<file path="config.mk">
export PLATFORM = sky130hd
export DESIGN_NAME = ihp_host_port
export DESIGN_NICKNAME = d
export VERILOG_FILES = /design/src/common/ihp_pkg.sv /design/src/verilog/ihp_host_port.sv
export SDC_FILE = /design/constraint.sdc
export NUM_CORES = 1
export LEC_CHECK = 0
export ABC_AREA = 1
export BUFFER_PORTS_ARGS = -buffer_cell sky130_fd_sc_hd__buf_2
export CAP_MARGIN = 20
export CELL_PAD_IN_SITES_DETAIL_PLACEMENT = 1
export CELL_PAD_IN_SITES_GLOBAL_PLACEMENT = 2
export CORE_MARGIN = 2
export CORE_UTILIZATION = 27
export DETAILED_ROUTE_END_ITERATION = 8
export GPL_ROUTABILITY_DRIVEN = 0
export GPL_TIMING_DRIVEN = 1
export PLACE_DENSITY_LB_ADDON = 0.1
export SYNTH_ARGS = -nofsm -noshare
export SYNTH_HDL_FRONTEND = slang
export SYNTH_SLANG_ARGS = --single-unit
</file>
<file path="constraint.sdc">
create_clock -name clk -period 1.7 [get_ports clk]
set_clock_uncertainty 0.05 [all_clocks]
set_input_delay 0.34 -clock clk [delete_from_list [all_inputs] [get_ports clk]]
set_output_delay 0.34 -clock clk [all_outputs]
set_load 0.005 [all_outputs]
</file>
<file path="src/common/ihp_pkg.sv">
// constants for the host port and floppy dma handshake
package ihp_pkg;
   localparam int unsigned DATA_W      = 8;
   localparam int unsigned ADDR_W      = 10;
   localparam int unsigned SYNC_STAGES = 3;
   // terminal count polarity modes
   typedef enum logic [1:0] {
      IHP_MODE_AT   = 2'b00,
      IHP_MODE_PS30 = 2'b01,
      IHP_MODE_PS   = 2'b10
   } ihp_mode_t;
   // handshake states
   typedef enum logic [1:0] {
      IHP_ST_IDLE = 2'b00,
      IHP_ST_REQ  = 2'b01,
      IHP_ST_XFER = 2'b10
   } ihp_state_t;
   localparam logic [7:0] DATA_RST = 8'h00;
   localparam logic [9:0] ADDR_RST = 10'h000;
endpackage

</file>
<file path="src/verilog/ihp_host_port.sv">
// isa host port slave with floppy dma handshake
// Summary of operation
// - data lines float except while driving read data.
// - address enable high marks dma cycles; port decodes are blocked then.
// - address latched on leading edge of read or write strobe.
// - dma request raised to ask for one byte transfer.
// - last byte: request drops on acknowledge fall, or read fall if already low.
// - dma data path enabled only while acknowledge is low.
// - accepted terminal count ends the current transfer.
// - terminal count ignored unless floppy or parallel acknowledge low.
// - terminal count active high in at and model 30 modes, low otherwise.
// - reset clears functional state; configuration inputs untouched.
`timescale 1ns/1ps
module ihp_host_port #(
   parameter logic [9:0] BASE_ADDR = 10'h3f0,
   parameter logic [9:0] ADDR_MASK = 10'h3f8
) (
   input  wire logic                      clk,
   input  wire logic                      reset,
   input  wire logic [ihp_pkg::DATA_W-1:0] data_in,
   output logic      [ihp_pkg::DATA_W-1:0] data_out,
   output logic      [ihp_pkg::DATA_W-1:0] data_oe_n,
   input  wire logic [ihp_pkg::ADDR_W-1:0] io_address,
   input  wire logic                      io_read_strobe_n,
   input  wire logic                      io_write_strobe_n,
   input  wire logic                      address_enable,
   output logic                           floppy_dma_request,
   input  wire logic                      dma_acknowledge_n,
   input  wire logic                      parallel_dma_acknowledge_n,
   input  wire logic                      terminal_count,
   input  wire ihp_pkg::ihp_mode_t        tc_mode,
   input  wire logic                      core_dma_want,
   input  wire logic                      core_last_byte,
   input  wire logic [ihp_pkg::DATA_W-1:0] core_read_data,
   output logic                           port_read,
   output logic                           port_write,
   output logic                           dma_read,
   output logic                           dma_write,
   output logic [ihp_pkg::ADDR_W-1:0]     port_offset,
   output logic [ihp_pkg::DATA_W-1:0]     write_data,
   output logic                           dma_done
);
   initial begin
      if (ihp_pkg::SYNC_STAGES != 3) $error("sync depth must be three");
   end

   // pin synchronisers: stage0 feeds stage1 only; stages 1 and 2 must agree
   localparam int unsigned NS = 5;
   logic [NS-1:0] pin_raw;
   logic [NS-1:0] s0_q, s1_q, s2_q, s0_d, s1_d, s2_d;
   logic [NS-1:0] flt_q, flt_d;
   assign pin_raw = {terminal_count, parallel_dma_acknowledge_n, dma_acknowledge_n,
                     io_write_strobe_n, io_read_strobe_n};

   always_comb begin
      s0_d  = pin_raw;
      s1_d  = s0_q;
      s2_d  = s1_q;
      flt_d = flt_q;
      for (int i = 0; i < NS; i++) begin
         if (s1_q[i] == s2_q[i]) flt_d[i] = s2_q[i];
      end
   end

   always_ff @(posedge clk) begin
      if (reset) begin
         s0_q  <= 5'h0f;
         s1_q  <= 5'h0f;
         s2_q  <= 5'h0f;
         flt_q <= 5'h0f;
      end else begin
         s0_q  <= s0_d;
         s1_q  <= s1_d;
         s2_q  <= s2_d;
         flt_q <= flt_d;
      end
   end

   logic rd_n, wr_n, ack_n, pack_n, tc_raw;
   assign rd_n   = flt_q[0];
   assign wr_n   = flt_q[1];
   assign ack_n  = flt_q[2];
   assign pack_n = flt_q[3];
   assign tc_raw = flt_q[4];

   function automatic logic tc_asserted(input logic lvl, input ihp_pkg::ihp_mode_t m);
      tc_asserted = (m == ihp_pkg::IHP_MODE_PS) ? !lvl : lvl;
   endfunction

   // state
   ihp_pkg::ihp_state_t st_q, st_d;
   logic rd_n_q, wr_n_q, ack_n_q;
   logic [ihp_pkg::ADDR_W-1:0] addr_q, addr_d;
   logic [ihp_pkg::DATA_W-1:0] dout_q, dout_d, wdat_q, wdat_d;
   logic drive_q, drive_d, req_q, req_d;
   logic [ihp_pkg::DATA_W-1:0] oe_q, oe_d;
   logic prd_q, prd_d, pwr_q, pwr_d, drd_q, drd_d, dwr_q, dwr_d, done_q, done_d;
   logic rd_fall, wr_fall, ack_fall, tc_ok, sel;

   always_comb begin
      rd_fall  = rd_n_q && !rd_n;
      wr_fall  = wr_n_q && !wr_n;
      ack_fall = ack_n_q && !ack_n;
      // qualify with either acknowledge low
      tc_ok = tc_asserted(tc_raw, tc_mode) && (!ack_n || !pack_n);
      addr_d = addr_q;
      if (rd_fall || wr_fall) addr_d = io_address;
      // decode blocked during dma cycles
      sel = !address_enable && ((addr_d & ADDR_MASK) == (BASE_ADDR & ADDR_MASK));
      st_d   = st_q;
      req_d  = req_q;
      done_d = 1'b0;
      prd_d  = 1'b0;
      pwr_d  = 1'b0;
      drd_d  = 1'b0;
      dwr_d  = 1'b0;
      wdat_d = wdat_q;
      dout_d = dout_q;
      drive_d = drive_q;
      case (st_q)
         ihp_pkg::IHP_ST_IDLE: begin
            if (core_dma_want) begin
               req_d = 1'b1;
               st_d  = ihp_pkg::IHP_ST_REQ;
            end
         end
         ihp_pkg::IHP_ST_REQ: begin
            // last byte: drop on ack fall, or on read fall in demand mode
            if (core_last_byte && (ack_fall || (!ack_n && rd_fall))) req_d = 1'b0;
            if (!ack_n) st_d = ihp_pkg::IHP_ST_XFER;
         end
         ihp_pkg::IHP_ST_XFER: begin
            if (core_last_byte && rd_fall && !ack_n) req_d = 1'b0;
            if (ack_n) begin
               st_d  = core_dma_want && req_q ? ihp_pkg::IHP_ST_REQ : ihp_pkg::IHP_ST_IDLE;
               req_d = req_q && core_dma_want;
            end
         end
         default: begin
            st_d  = ihp_pkg::IHP_ST_IDLE;
            req_d = 1'b0;
         end
      endcase
      if (tc_ok && st_q != ihp_pkg::IHP_ST_IDLE) begin
         done_d = 1'b1;
         req_d  = 1'b0;
         st_d   = ihp_pkg::IHP_ST_IDLE;
      end
      // dma path only with acknowledge low
      if (!ack_n) begin
         drd_d = rd_fall;
         dwr_d = wr_fall;
         if (wr_fall) wdat_d = data_in;
      end else if (sel) begin
         prd_d = rd_fall;
         pwr_d = wr_fall;
         if (wr_fall) wdat_d = data_in;
      end
      // drive only for a decoded read or an acknowledged dma read
      drive_d = !rd_n && (!ack_n || sel);
      if (drive_d) dout_d = core_read_data;
      // enable kept in its own flop so the pin comes straight from a register
      oe_d = drive_d ? 8'h00 : 8'hff;
   end

   always_ff @(posedge clk) begin
      if (reset) begin
         st_q    <= ihp_pkg::IHP_ST_IDLE;
         rd_n_q  <= 1'b1;
         wr_n_q  <= 1'b1;
         ack_n_q <= 1'b1;
         addr_q  <= ihp_pkg::ADDR_RST;
         dout_q  <= ihp_pkg::DATA_RST;
         wdat_q  <= ihp_pkg::DATA_RST;
         drive_q <= 1'b0;
         oe_q    <= 8'hff;
         req_q   <= 1'b0;
         prd_q   <= 1'b0;
         pwr_q   <= 1'b0;
         drd_q   <= 1'b0;
         dwr_q   <= 1'b0;
         done_q  <= 1'b0;
      end else begin
         st_q    <= st_d;
         rd_n_q  <= rd_n;
         wr_n_q  <= wr_n;
         ack_n_q <= ack_n;
         addr_q  <= addr_d;
         dout_q  <= dout_d;
         wdat_q  <= wdat_d;
         drive_q <= drive_d;
         oe_q    <= oe_d;
         req_q   <= req_d;
         prd_q   <= prd_d;
         pwr_q   <= pwr_d;
         drd_q   <= drd_d;
         dwr_q   <= dwr_d;
         done_q  <= done_d;
      end
   end

   // enable is active low; all bits float together
   always_comb begin
      data_out  = dout_q;
      data_oe_n = oe_q;
   end
   assign floppy_dma_request = req_q;
   assign port_read   = prd_q;
   assign port_write  = pwr_q;
   assign dma_read    = drd_q;
   assign dma_write   = dwr_q;
   assign port_offset = addr_q;
   assign write_data  = wdat_q;
   assign dma_done    = done_q;
endmodule

</file>
[Yosys cells after proc, flatten, opt, wreduce, memory -nomap -nowiden]
Cells that the tools add are included.
Operators by class
  muxes and demuxes: 17
  equal/unequal tests: 15
  reductions and logical operators: 29
  bitwise gates (word level): 2
Operators by type and width (count)
  $mux 8: 4
  $logic_and 1x1->1: 12
  $mux 10: 1
  $ne 2x2->1 const B: 4
  $eq 7x7->1 const B: 1
  $mux 1: 7
  $logic_not 1->1: 6
  $mux 2: 3
  $pmux 2 s3: 1
  $reduce_and 3->1: 2
  $eq 1x1->1: 5
  $eq 2x2->1 const B: 2
  $logic_or 1x1->1: 4
  $reduce_or 2->1: 2
  $ne 3x3->1 const B: 1
  $pmux 1 s3: 1
  $reduce_or 3->1: 1
  $eq 2x1->1 const B: 1
  $logic_not 2->1: 1
  $ne 2x1->1 const B: 1
  $not 1->1: 2
  $reduce_bool 2->1: 1
Storage, ports and cells
  bits in registers: 65
  logic and storage cells: 86
  bits of input ports: 38
  output and inout bits: 40

[Longest topological paths before layout]
Gate-level depths: netlist of the first run.
  word-level depth: 9
  mapped depth: 14
  depth with buffers taken out: 12

[Worst setup path before layout of the first run]
Ideal clock, no wire load.
  kind: reg2reg
  start: register flt_q[0]
  end: register wdat_q (netlist bit write_data[6])
  setup time: 115 ps
  cell stages (with the launch flop): 14
  buffers on the path: 2
  arrival time: 1356 ps
  required time: 1535 ps
  setup slack: 179 ps
  clock period less this slack: 1521 ps
  cells stage by stage: dfxtp_1 > inv_4 > nand2_4 > nand2_2 > buf_6 > nand2_2 > nand3b_1 > nor2_2 > nand2_2 > nand2_4 > buf_6 > nand3_1 > nand2_1 > nor2_1
On the way
  word-level cells in the longest chain between the ends: 7
Ends and longest elaborated chain
  from (decl): line ihp_host_port.sv:51  | logic [NS-1:0] flt_q, flt_d;
  from (signal assigned): line ihp_host_port.sv:75  | flt_q <= flt_d;
  $logic_not 1->1: line ihp_host_port.sv:101  | rd_fall = rd_n_q && !rd_n;
  $logic_and 1x1->1: line ihp_host_port.sv:101
  $logic_or 1x1->1: line ihp_host_port.sv:107  | if (rd_fall || wr_fall) addr_d = io_address;
  $mux 10: line ihp_host_port.sv:107
  $eq 7x7->1: line ihp_host_port.sv:109  | sel = !address_enable && ((addr_d & ADDR_MASK) == (BASE_ADDR & ADDR_MASK));
  $logic_and 1x1->1: line ihp_host_port.sv:109
  $ne 2x1->1 (no line)
  to (signal assigned): line ihp_host_port.sv:174  | wdat_q <= ihp_pkg::DATA_RST;
  to (signal assigned): line ihp_host_port.sv:190  | wdat_q <= wdat_d;
  to (decl): line ihp_host_port.sv:94  | logic [ihp_pkg::DATA_W-1:0] dout_q, dout_d, wdat_q, wdat_d;
Every way passes these cells.
A chain may end at the register's enable or synchronous reset.

[Worst setup path after layout of the first run]
  start: register flt_q[0]
  end: register wdat_q (netlist bit write_data[2])
The elaborated chain is that of the path after synthesis.

==> flow_metrics.env, run 1 <==
export IMPL_num_antenna_cells=0
export IMPL_grt_overflow=0
export IMPL_start_util_pct=27.5
export IMPL_path_clk_slew_ps=70
export IMPL_htree_num_levels=3
export IMPL_ir_worst_vdd_uv=545
export IMPL_grt_antenna_before_repair=0
export IMPL_crit_path_end_kind="flop"
export IMPL_critPathArrivalTime_ps=1870
export IMPL_port_buffers=77
export IMPL_holdCritPathClass="input port to flop"
export IMPL_p_leak_nw=1.52
export IMPL_slew_headroom_pct=64.3
export IMPL_layout_common_cells="buf_2 (77), dfxtp_1 (55), nand2_1 (41)"
export IMPL_setup_viol=0
export IMPL_synth_area_um2=2240
export IMPL_crit_fanout=7
export IMPL_grt_usage_pct=12.8
export IMPL_cts_root_buf="clkbuf_8"
export IMPL_post_drt_wl_per_cell_um=11.8
export IMPL_rows=33
export IMPL_status="finished clean"
export IMPL_synth_nets=321
export IMPL_ios=78
export IMPL_drt_iter0_markers=48
export IMPL_hp_start="io_read_strobe_n"
export IMPL_grt_first_pass_wirelength_mm=8.83
export IMPL_r2r_start="flt_q[0]"
export IMPL_crit_type="flop to flop"
export IMPL_numCtsBuffers=9
export IMPL_hpwlAfterDp_mm=4.10
export IMPL_worst_slew_pin_slew_ps=534
export IMPL_finalSetupTns_ps=0
export IMPL_seq_area_frac_synth_pct=51.9
export IMPL_grt_start_max_net_pins=26
export IMPL_clock_latency_ps=330
export IMPL_ys_ff_latch=58
export IMPL_grt_setup_unrepaired="true"
export IMPL_dp_cells=469
export IMPL_grt_pass1_vias=1956
export IMPL_crit_required_ps=1880
export IMPL_hold_buffers=0
export IMPL_hold_violations=0
export IMPL_ys_warnings_count=0
export IMPL_cp_startpoint="flt_q[0]"
export IMPL_nets=420
export IMPL_core_um2=8130
export IMPL_die_w_um=95.1
export IMPL_power_density_nw_per_um2=827
export IMPL_cts_tree="done"
export IMPL_fmax_mhz=592
export IMPL_power_mw=2.65
export IMPL_drt_drc_violations_left=0
export IMPL_dieHeight_um=95.1
export IMPL_final_util_pct=39.4
export IMPL_wl_mm=5.81
export IMPL_dr_pass1_iters=4
export IMPL_syn_mean_instance_area_um2=7.91
export IMPL_final_setup_worst_slack_ps=12.1
export IMPL_cts_sinks=58
export IMPL_drive_gt1_share_pct=41.7
export IMPL_syn_to_final_growth_pct=43.2
export IMPL_fin_crit_sh_pct=99.3
export IMPL_instances_no_fill=491
export IMPL_num_vias=2081
export IMPL_num_fill_cells=992
export IMPL_die_area_um2=9030
export IMPL_synth_cells=283
export IMPL_cts_buffer_depth=2
export IMPL_viasPerCell=4.24
export IMPL_fin_crit_ps=1690
export IMPL_max_cap_viol_count=0
export IMPL_critPathLaunchType="flop"
export IMPL_layout_commonest_cell="buf_2"
export IMPL_place_ws_ps=-65.3
export IMPL_drv_slew=0
export IMPL_ant_nets=0
export IMPL_synth_cell_types=20
==> synth_stat cells <==
| library cell | count | area share, % |
|---|---|---|
| nand3_1 | 26 | 5.8 |
| clkinv_1 | 1 | 0.17 |
| o21ai_0 | 10 | 2.2 |
| a21oi_1 | 30 | 6.7 |
| a211oi_1 | 1 | 0.34 |
| dfxtp_1 | 58 | 52 |
| or2_2 | 12 | 3.4 |
| clkbuf_1 | 6 | 1.0 |
| inv_4 | 1 | 0.28 |
| nand2_2 | 3 | 0.84 |
| nand2_1 | 45 | 7.5 |
| buf_6 | 5 | 2.5 |
| nor2_1 | 38 | 6.4 |
| buf_4 | 8 | 2.7 |
| nand4_1 | 1 | 0.28 |
| inv_1 | 30 | 5.0 |
| nor2_2 | 2 | 0.56 |
| nand2_4 | 2 | 1.0 |
| nand3b_1 | 3 | 1.0 |
| o2111ai_1 | 1 | 0.39 |
==> through the flow <==
stage,cell area (um^2),hold slack (ps)
5_1_grt,3200,130
6_report,3200,139
3_3_place_gp,2810,341
3_5_place_dp,2810,345
2_1_floorplan,2240,338
4_1_cts,3000,128
==> routing by layer <==
metal  vias up  global-route usage (%)  wire length, um
met2        45                    21.3             2780
met1       946                    15.4             2680
li1       1079                       -                -
met4         0                    6.52              118
met3        11                    2.92              238
met5         -                       0                0
==> flip-flops by register name, summed over array words and instances, names as in the netlist, 2 cells and up <==
register,count
s1_q,5
flt_q,5
data_out,8
st_q,2
port_offset,10
write_data,8
s2_q,5
s0_q,5
==> repair_timing <==
item / 4_1_cts / 5_1_grt
gates cloned: 0 / 4
pin swaps: 1 / 9
endpoints found under the setup margin: 16 / 17
gates resized for setup: 4 / 23
setup buffers: 0 / 3
==> where the power goes <==
group / internal [mW] / total (mW) / switching (mW)
clock: 0.593 / 1.12 / 0.529
sequential: 1.38 / 1.39 / 0.0115
combinational: 0.0676 / 0.136 / 0.0681
==> area by class of cell <==
| type | instances | area [um^2] | area share [%] |
|---|---|---|---|
| multi-input combinational | 174 | 912 | 28.5 |
| clock inverter | 3 | 15.0 | 0.469 |
| timing repair buffer | 107 | 703 | 21.9 |
| inverter | 32 | 123 | 3.83 |
| tap | 105 | 131 | 4.10 |
| clock buffer | 12 | 155 | 4.84 |
| sequential | 58 | 1160 | 36.4 |
==> critical path, cell delays in order, from the launching register on <==
cell,delay (ps)
dfxtp_2,340
inv_4,80
nand2_8,70
buf_6,120
nand3b_1,90
nand3b_1,130
nor2_2,160
nand2_2,100
nand2_8,120
clkbuf_16,160
nand3_1,60
nand2_1,80
nor2_1,30
==> cells by family after synthesis <==
family	synth area share [%]
compound gates	9.67
flops	51.9
buf+inv	11.7
simple gates	26.8
==> path summary, 6_finish.rpt <==
| kind | to | slack, ps | cells past startpoint |
|---|---|---|---|
| setup reg to reg | write_data[2] | 10 | 12 |
| setup / recovery | write_data[2] | 10 | 12 |
| hold reg to reg | s1_q[3] | 360 | 1 |
| hold / removal | s0_q[0] | 140 | 2 |
Power figures use the tool's default switching activity.
==> inputs of run 2 (changes only) <==
--- a/config.mk
+++ b/config.mk
@@ -5,13 +5,12 @@
 export SDC_FILE = /design/constraint.sdc
 export NUM_CORES = 1
 export LEC_CHECK = 0
-export ABC_AREA = 1
 export BUFFER_PORTS_ARGS = -buffer_cell sky130_fd_sc_hd__buf_2
 export CAP_MARGIN = 20
 export CELL_PAD_IN_SITES_DETAIL_PLACEMENT = 1
 export CELL_PAD_IN_SITES_GLOBAL_PLACEMENT = 2
 export CORE_MARGIN = 2
-export CORE_UTILIZATION = 27
+export CORE_UTILIZATION = 29
 export DETAILED_ROUTE_END_ITERATION = 8
 export GPL_ROUTABILITY_DRIVEN = 0
 export GPL_TIMING_DRIVEN = 1
==> flow_metrics.env, run 2 <==
export IMPL_grt_use_met3_pct=3.87
export IMPL_drv_slew=0
export IMPL_cp_buffers_inverters=2
export IMPL_num_antenna_cells=0
export IMPL_clock_latency_ps=340
export IMPL_synth_main_ff_cell="dfxtp_1"
export IMPL_fin_crit_ps=1600
export IMPL_synth_cells=262
export IMPL_synth_nets=300
export IMPL_busiest_layer="met2"
export IMPL_dr_pass1_iters=4
export IMPL_yosys_area_top_type="dfxtp_1"
export IMPL_crit_type="flop to flop"
export IMPL_drt_drc_violations_left=0
export IMPL_wl_mm=6.25
export IMPL_ys_warnings_count=0
export IMPL_grt_pass1_vias=2075
export IMPL_synth_cell_types=39
export IMPL_whs_path_depth=2
export IMPL_holdWs_ps=128
export IMPL_path_clk_slew_ps=70
export IMPL_power_density_nw_per_um2=991
export IMPL_cts_sinks=58
export IMPL_cpLargestDelayFamily="compound AO/OA/AOI/OAI gates"
export IMPL_hold_violations=0
export IMPL_post_drt_wl_per_cell_um=13.5
export IMPL_synth_edff_count=0
export IMPL_hold_end="s0_q[3]"
export IMPL_die_w_um=95.4
export IMPL_ff2ff_path_depth=6
export IMPL_drive_gt1_share_pct=37.7
export IMPL_r2r_slack_ps=100
export IMPL_power_mw=3.22
export IMPL_ant_nets=0
export IMPL_syn_to_final_growth_pct=34.2
export IMPL_viasPerCell=4.63
export IMPL_cts_buffer_depth=2
export IMPL_max_cap_viol_count=0
export IMPL_rows=33
export IMPL_synth_area_top_cells="dfxtp_1 (48%), nand2_1 (6.2%), a21oi_1 (5.0%), nand2b_1 (4.6%), or2_2 (3.4%)"
export IMPL_synth_top_area_share_pct=47.9
export IMPL_dieHeight_um=95.4
export IMPL_start_util_pct=29.7
export IMPL_max_stage_delay_ps=380
export IMPL_seq_area_frac_synth_pct=47.9
export IMPL_fin_area_um2=3250
export IMPL_holdCritPathClass="input port to flop"
export IMPL_htree_num_levels=3
export IMPL_layout_commonest_cell="buf_2"
export IMPL_worst_slew_pin_slew_ps=493
export IMPL_hold_buffers=0
export IMPL_netlist_top_cells_count="dfxtp_1 (58), nand2_1 (40), a21oi_1 (24), nand2b_1 (18), or2_2 (13)"
export IMPL_synthArstFlopShare_pct=0
export IMPL_layout_common_cells="buf_2 (77), dfxtp_1 (56), nand2_1 (40)"
export IMPL_numCtsBuffers=9
export IMPL_critPathLaunchType="flop"
export IMPL_r2r_start="flt_q[1]"
export IMPL_critPathArrivalTime_ps=1830
export IMPL_synth_most_common_cell="dfxtp_1"
export IMPL_crit_fanout=9
export IMPL_core_um2=8180
export IMPL_ios=78
export IMPL_ir_worst_vdd_uv=399
export IMPL_grt_first_pass_wirelength_mm=9.93
export IMPL_crit_path_cell_trace="nand2b_4 > a2111oi_4 > buf_6 > a21o_1 > buf_4 > a311o_1"
export IMPL_crit_path_end_kind="flop"
export IMPL_r2r_end="write_data[4]"
export IMPL_port_buffers=77
export IMPL_slew_headroom_pct=66.9
export IMPL_fin_crit_sh_pct=94.2
export IMPL_use_met1_pct=17.0
export IMPL_grt_usage_pct=14.3
export IMPL_status="finished clean"
export IMPL_nets=391
export IMPL_syn_mean_instance_area_um2=9.26
export IMPL_placed_area_um2=3010
export IMPL_cpMaxStageDelayCell="a2111oi_4"
export IMPL_drt_iter0_markers=58
export IMPL_synth_area_um2=2420
export IMPL_hp_start="parallel_dma_acknowledge_n"
export IMPL_p_leak_nw=1.39
export IMPL_cts_tree="done"
export IMPL_cts_root_buf="clkbuf_8"
export IMPL_grt_antenna_before_repair=0
export IMPL_num_vias=2144
export IMPL_crit_required_ps=1930
export IMPL_fmax_mhz=624
export IMPL_grt_overflow=0
export IMPL_hpwlAfterDp_mm=4.43
export IMPL_die_area_um2=9110
export IMPL_grt_start_max_net_pins=49
export IMPL_largest_reg_flops=10
export IMPL_grt_setup_unrepaired="true"
export IMPL_use_met2_pct=23.9
export IMPL_setup_viol=0
export IMPL_ys_ff_latch=58
run 2: changes by cell type in the layout (fill, tap and decap cells not counted), moves of 7 or more:
cell / delta
a211oi_1: +9
a311o_1: +8
inv_1: -26
mux2i_1: +8
nand2b_1: +18
nand3_1: -15
nand3_2: -11
nand3b_1: +7
nor2_1: -29
nor2b_1: +8
o21ai_0: -9
run 2: cells by family (layout without fill, tap and decap cells):
group / count (synthesis) / in the layout / synth area share, %
buffers and inverters: 23 / 119 / 5.16
flip-flops: 58 / 58 / 47.9
AND/OR/NAND/NOR: 116 / 116 / 26.6
multiplexers: 8 / 8 / 3.30
XOR/XNOR: 1 / 1 / 0.361
AO/OA/AOI/OAI: 56 / 56 / 16.7
run 2: final cells by class:
type / instances / area, um^2
Timing Repair Buffer: 100 / 574
Inverter: 3 / 11.3
Tap cell: 105 / 131
Sequential cell: 58 / 1160
Clock buffer: 11 / 131
Clock inverter: 5 / 103
Multi-Input combinational cell: 181 / 1140
Fill cell: 988 / 4920
run 2: worst reg2reg max path: cells and delay by family (launching register included):
family / cells / cell delay, ps
buf+inv: 2 / 350
flops: 1 / 320
compound gates: 3 / 670
simple gates: 1 / 170
run 2: worst max-delay path by stage:
stage                        startpoint            end  slack [ps]  cells after the start
after floorplan                flt_q[1]  write_data[0]         150                      4
after CTS                      flt_q[0]    data_out[7]          70                      5
after global routing           flt_q[1]  write_data[5]           1                      6
final                          flt_q[1]  write_data[4]         100                      6
after detailed placement  io_address[5]  write_data[4]         -40                      6
after global placement    io_address[5]  write_data[2]         -20                      6
run 2: metrics by stage:
step | TNS, ps | instances | utilization [%] | setup slack (ps)
4_1_cts | 0 | 463 | 39.7 | 69.4
3_5_place_dp | -545 | 447 | 36.9 | -43.7
5_1_grt | 0 | 463 | 39.8 | 1.27
2_1_floorplan | 0 | 262 | - | 147
6_report | 0 | 463 | 39.8 | 98.3
3_3_place_gp | -135 | 447 | 36.9 | -18.8
run 2: timing repair:
item | 4_1_cts | 5_1_grt
setup endpoints to repair | 0 | 10
resized for setup | 0 | 3
setup buffers | 0 | 0
run 2: where the power goes:
group	total [mW]	switching, mW	leakage [nW]	internal, mW
clock	1.53	0.553	0.114	0.972
sequential	1.45	0.0344	0.472	1.41
combinational	0.252	0.114	0.806	0.138
total	3.22	0.701	1.39	2.52
run 2: per-layer routing:
layer | vias to the layer above | routed length [um] | share of wire (%)
li1 | 1078 | - | -
met1 | 1007 | 2790 | 45
met2 | 45 | 3020 | 48
met3 | 14 | 285 | 4.6
met4 | 0 | 145 | 2.3
met5 | - | 0 | 0
==> inputs of run 3 (changes only) <==
==> constraint.sdc (replaced) <==
create_clock -name clk -period 1.7 [get_ports clk]
set_clock_uncertainty 0.05 [all_clocks]
set_input_delay 0.17 -clock clk [delete_from_list [all_inputs] [get_ports clk]]
set_output_delay 0.17 -clock clk [all_outputs]
set_load 0.005 [all_outputs]
==> flow_metrics.env, run 3 (synthesis gave the netlist of run 2 again) <==
export IMPL_r2r_end="write_data[5]"
export IMPL_drt_drc_violations_left=0
export IMPL_hp_start="terminal_count"
export IMPL_post_drt_wl_per_cell_um=13.5
export IMPL_core_um2=8180
export IMPL_viasPerCell=4.65
export IMPL_nets=395
export IMPL_critPathArrivalTime_ps=1780
export IMPL_layout_commonest_cell="buf_2"
export IMPL_port_buffers=77
export IMPL_drv_slew=0
export IMPL_ir_worst_vdd_uv=331
export IMPL_cts_tree="done"
export IMPL_layout_common_cells="buf_2 (77), dfxtp_1 (55), nand2_1 (40)"
export IMPL_status="finished clean"
export IMPL_dieHeight_um=95.4
export IMPL_clock_latency_ps=330
export IMPL_dr_pass1_iters=4
export IMPL_grt_usage_pct=14.5
export IMPL_largest_reg_flops=10
export IMPL_power_switching_mw=0.673
export IMPL_numCtsBuffers=9
export IMPL_placed_area_um2=3010
export IMPL_fin_crit_ps=1610
export IMPL_path_clk_slew_ps=60
export IMPL_syn_to_final_growth_pct=34.2
export IMPL_drt_iter0_markers=48
export IMPL_drive_gt1_share_pct=38.0
export IMPL_slew_headroom_pct=62.1
export IMPL_crit_path_end_kind="flop"
export IMPL_ff2ff_path_depth=5
export IMPL_seq_power_share_pct=51.1
export IMPL_fmax_mhz=620
export IMPL_pwr_share_clk_pct=39.7
export IMPL_power_frac_comb_pct=9.2
export IMPL_cts_root_buf="clkbuf_8"
export IMPL_rows=33
export IMPL_dp_cells=446
export IMPL_cts_buffer_depth=2
export IMPL_power_density_nw_per_um2=870
export IMPL_grt_pass1_vias=2119
export IMPL_start_util_pct=29.7
export IMPL_setup_viol=0
export IMPL_worst_slew_pin_slew_ps=565
export IMPL_crit_fanout=6
export IMPL_wl_mm=6.30
export IMPL_grt_start_max_net_pins=40
export IMPL_p_leak_nw=1.38
export IMPL_hold_violations=0
export IMPL_ios=78
export IMPL_crit_required_ps=1870
export IMPL_grt_overflow=0
export IMPL_final_util_pct=39.8
export IMPL_internal_power_mw=2.16
export IMPL_die_w_um=95.4
export IMPL_grt_antenna_before_repair=0
export IMPL_switching_share_pct=23.8
export IMPL_power_mw=2.83
export IMPL_die_area_um2=9110
export IMPL_num_vias=2166
export IMPL_holdCritPathClass="input port to flop"
export IMPL_num_fill_cells=986
export IMPL_r2r_start="flt_q[0]"
export IMPL_crit_path_end="write_data[5]"
export IMPL_cp_startpoint="flt_q[0]"
export IMPL_fin_area_um2=3250
export IMPL_fin_crit_sh_pct=94.9
export IMPL_instances_no_fill=466
export IMPL_cts_sinks=58
export IMPL_hpwlAfterDp_mm=4.52
export IMPL_num_antenna_cells=0
export IMPL_grt_first_pass_wirelength_mm=10.1
export IMPL_max_cap_viol_count=0
export IMPL_htree_num_levels=3
export IMPL_critPathLaunchType="flop"
export IMPL_ant_nets=0
export IMPL_crit_type="flop to flop"
export IMPL_r2r_slack_ps=90
## run 3: final cells by class
class                           count  area (um^2)  share of cell area [%]
Clock buffer                       13          159                    4.88
Clock inverter                      2         12.5                   0.385
Inverter                            3         11.3                   0.346
Multi-Input combinational cell    181         1160                    35.8
Sequential cell                    58         1160                    35.8
Tap cell                          105          131                    4.04
Timing Repair Buffer              104          611                    18.8
## run 3: layer usage
metal	up-vias	track usage, %	routed length [um]
met4	0	6.79	110
met2	43	23.2	3010
li1	1087	-	-
met1	1028	18.7	2900
met5	-	0	0
met3	8	3.00	283
## run 3: what timing repair did
action,in CTS,in global routing
buffers inserted,0,1
resized for setup,2,6
setup endpoints to repair,2,16
hold buffers,4,0
endpoints found under the hold margin,4,0
pin swaps,1,8
## run 3: power groups by stage
stage | sequential [mW] | combinational (mW) | clock, mW
after floorplan | 1.47 | 0.128 | 0
after global routing | 1.45 | 0.294 | 1.24
final | 1.45 | 0.260 | 1.12
after CTS | 1.45 | 0.262 | 1.17
after global placement | 1.48 | 0.248 | 0
after detailed placement | 1.48 | 0.254 | 0
## run 3: how the worst min path moves through the flow
| stage | end | slack (ps) | depth (start not counted) |
|---|---|---|---|
| CTS | s0_q[4] | 10 | 2 |
| floorplan | s0_q[0] | 220 | 1 |
| global route | s0_q[4] | 20 | 2 |
| global placement | s0_q[0] | 300 | 2 |
| finish | s0_q[4] | 20 | 2 |
| detailed placement | s0_q[2] | 310 | 2 |
## run 3: worst max-delay path, cell delays in order (launching register included)
cell and delay [ps]:
dfxtp_2 330, nand2b_4 160, a2111oi_4 420, buf_4 220
a211oi_1 60, a311o_1 270
## run 3: stage by stage
stage / hold WS, ps / worst slack (ps) / setup TNS [ps]
after floorplan: 224 / 147 / 0
after global placement: 302 / 52.9 / 0
after detailed placement: 306 / -0.419 / -0.419
after CTS: 10.2 / 13.4 / 0
after global routing: 25.0 / -2.68 / -3.42
final: 17.5 / 86.6 / 0
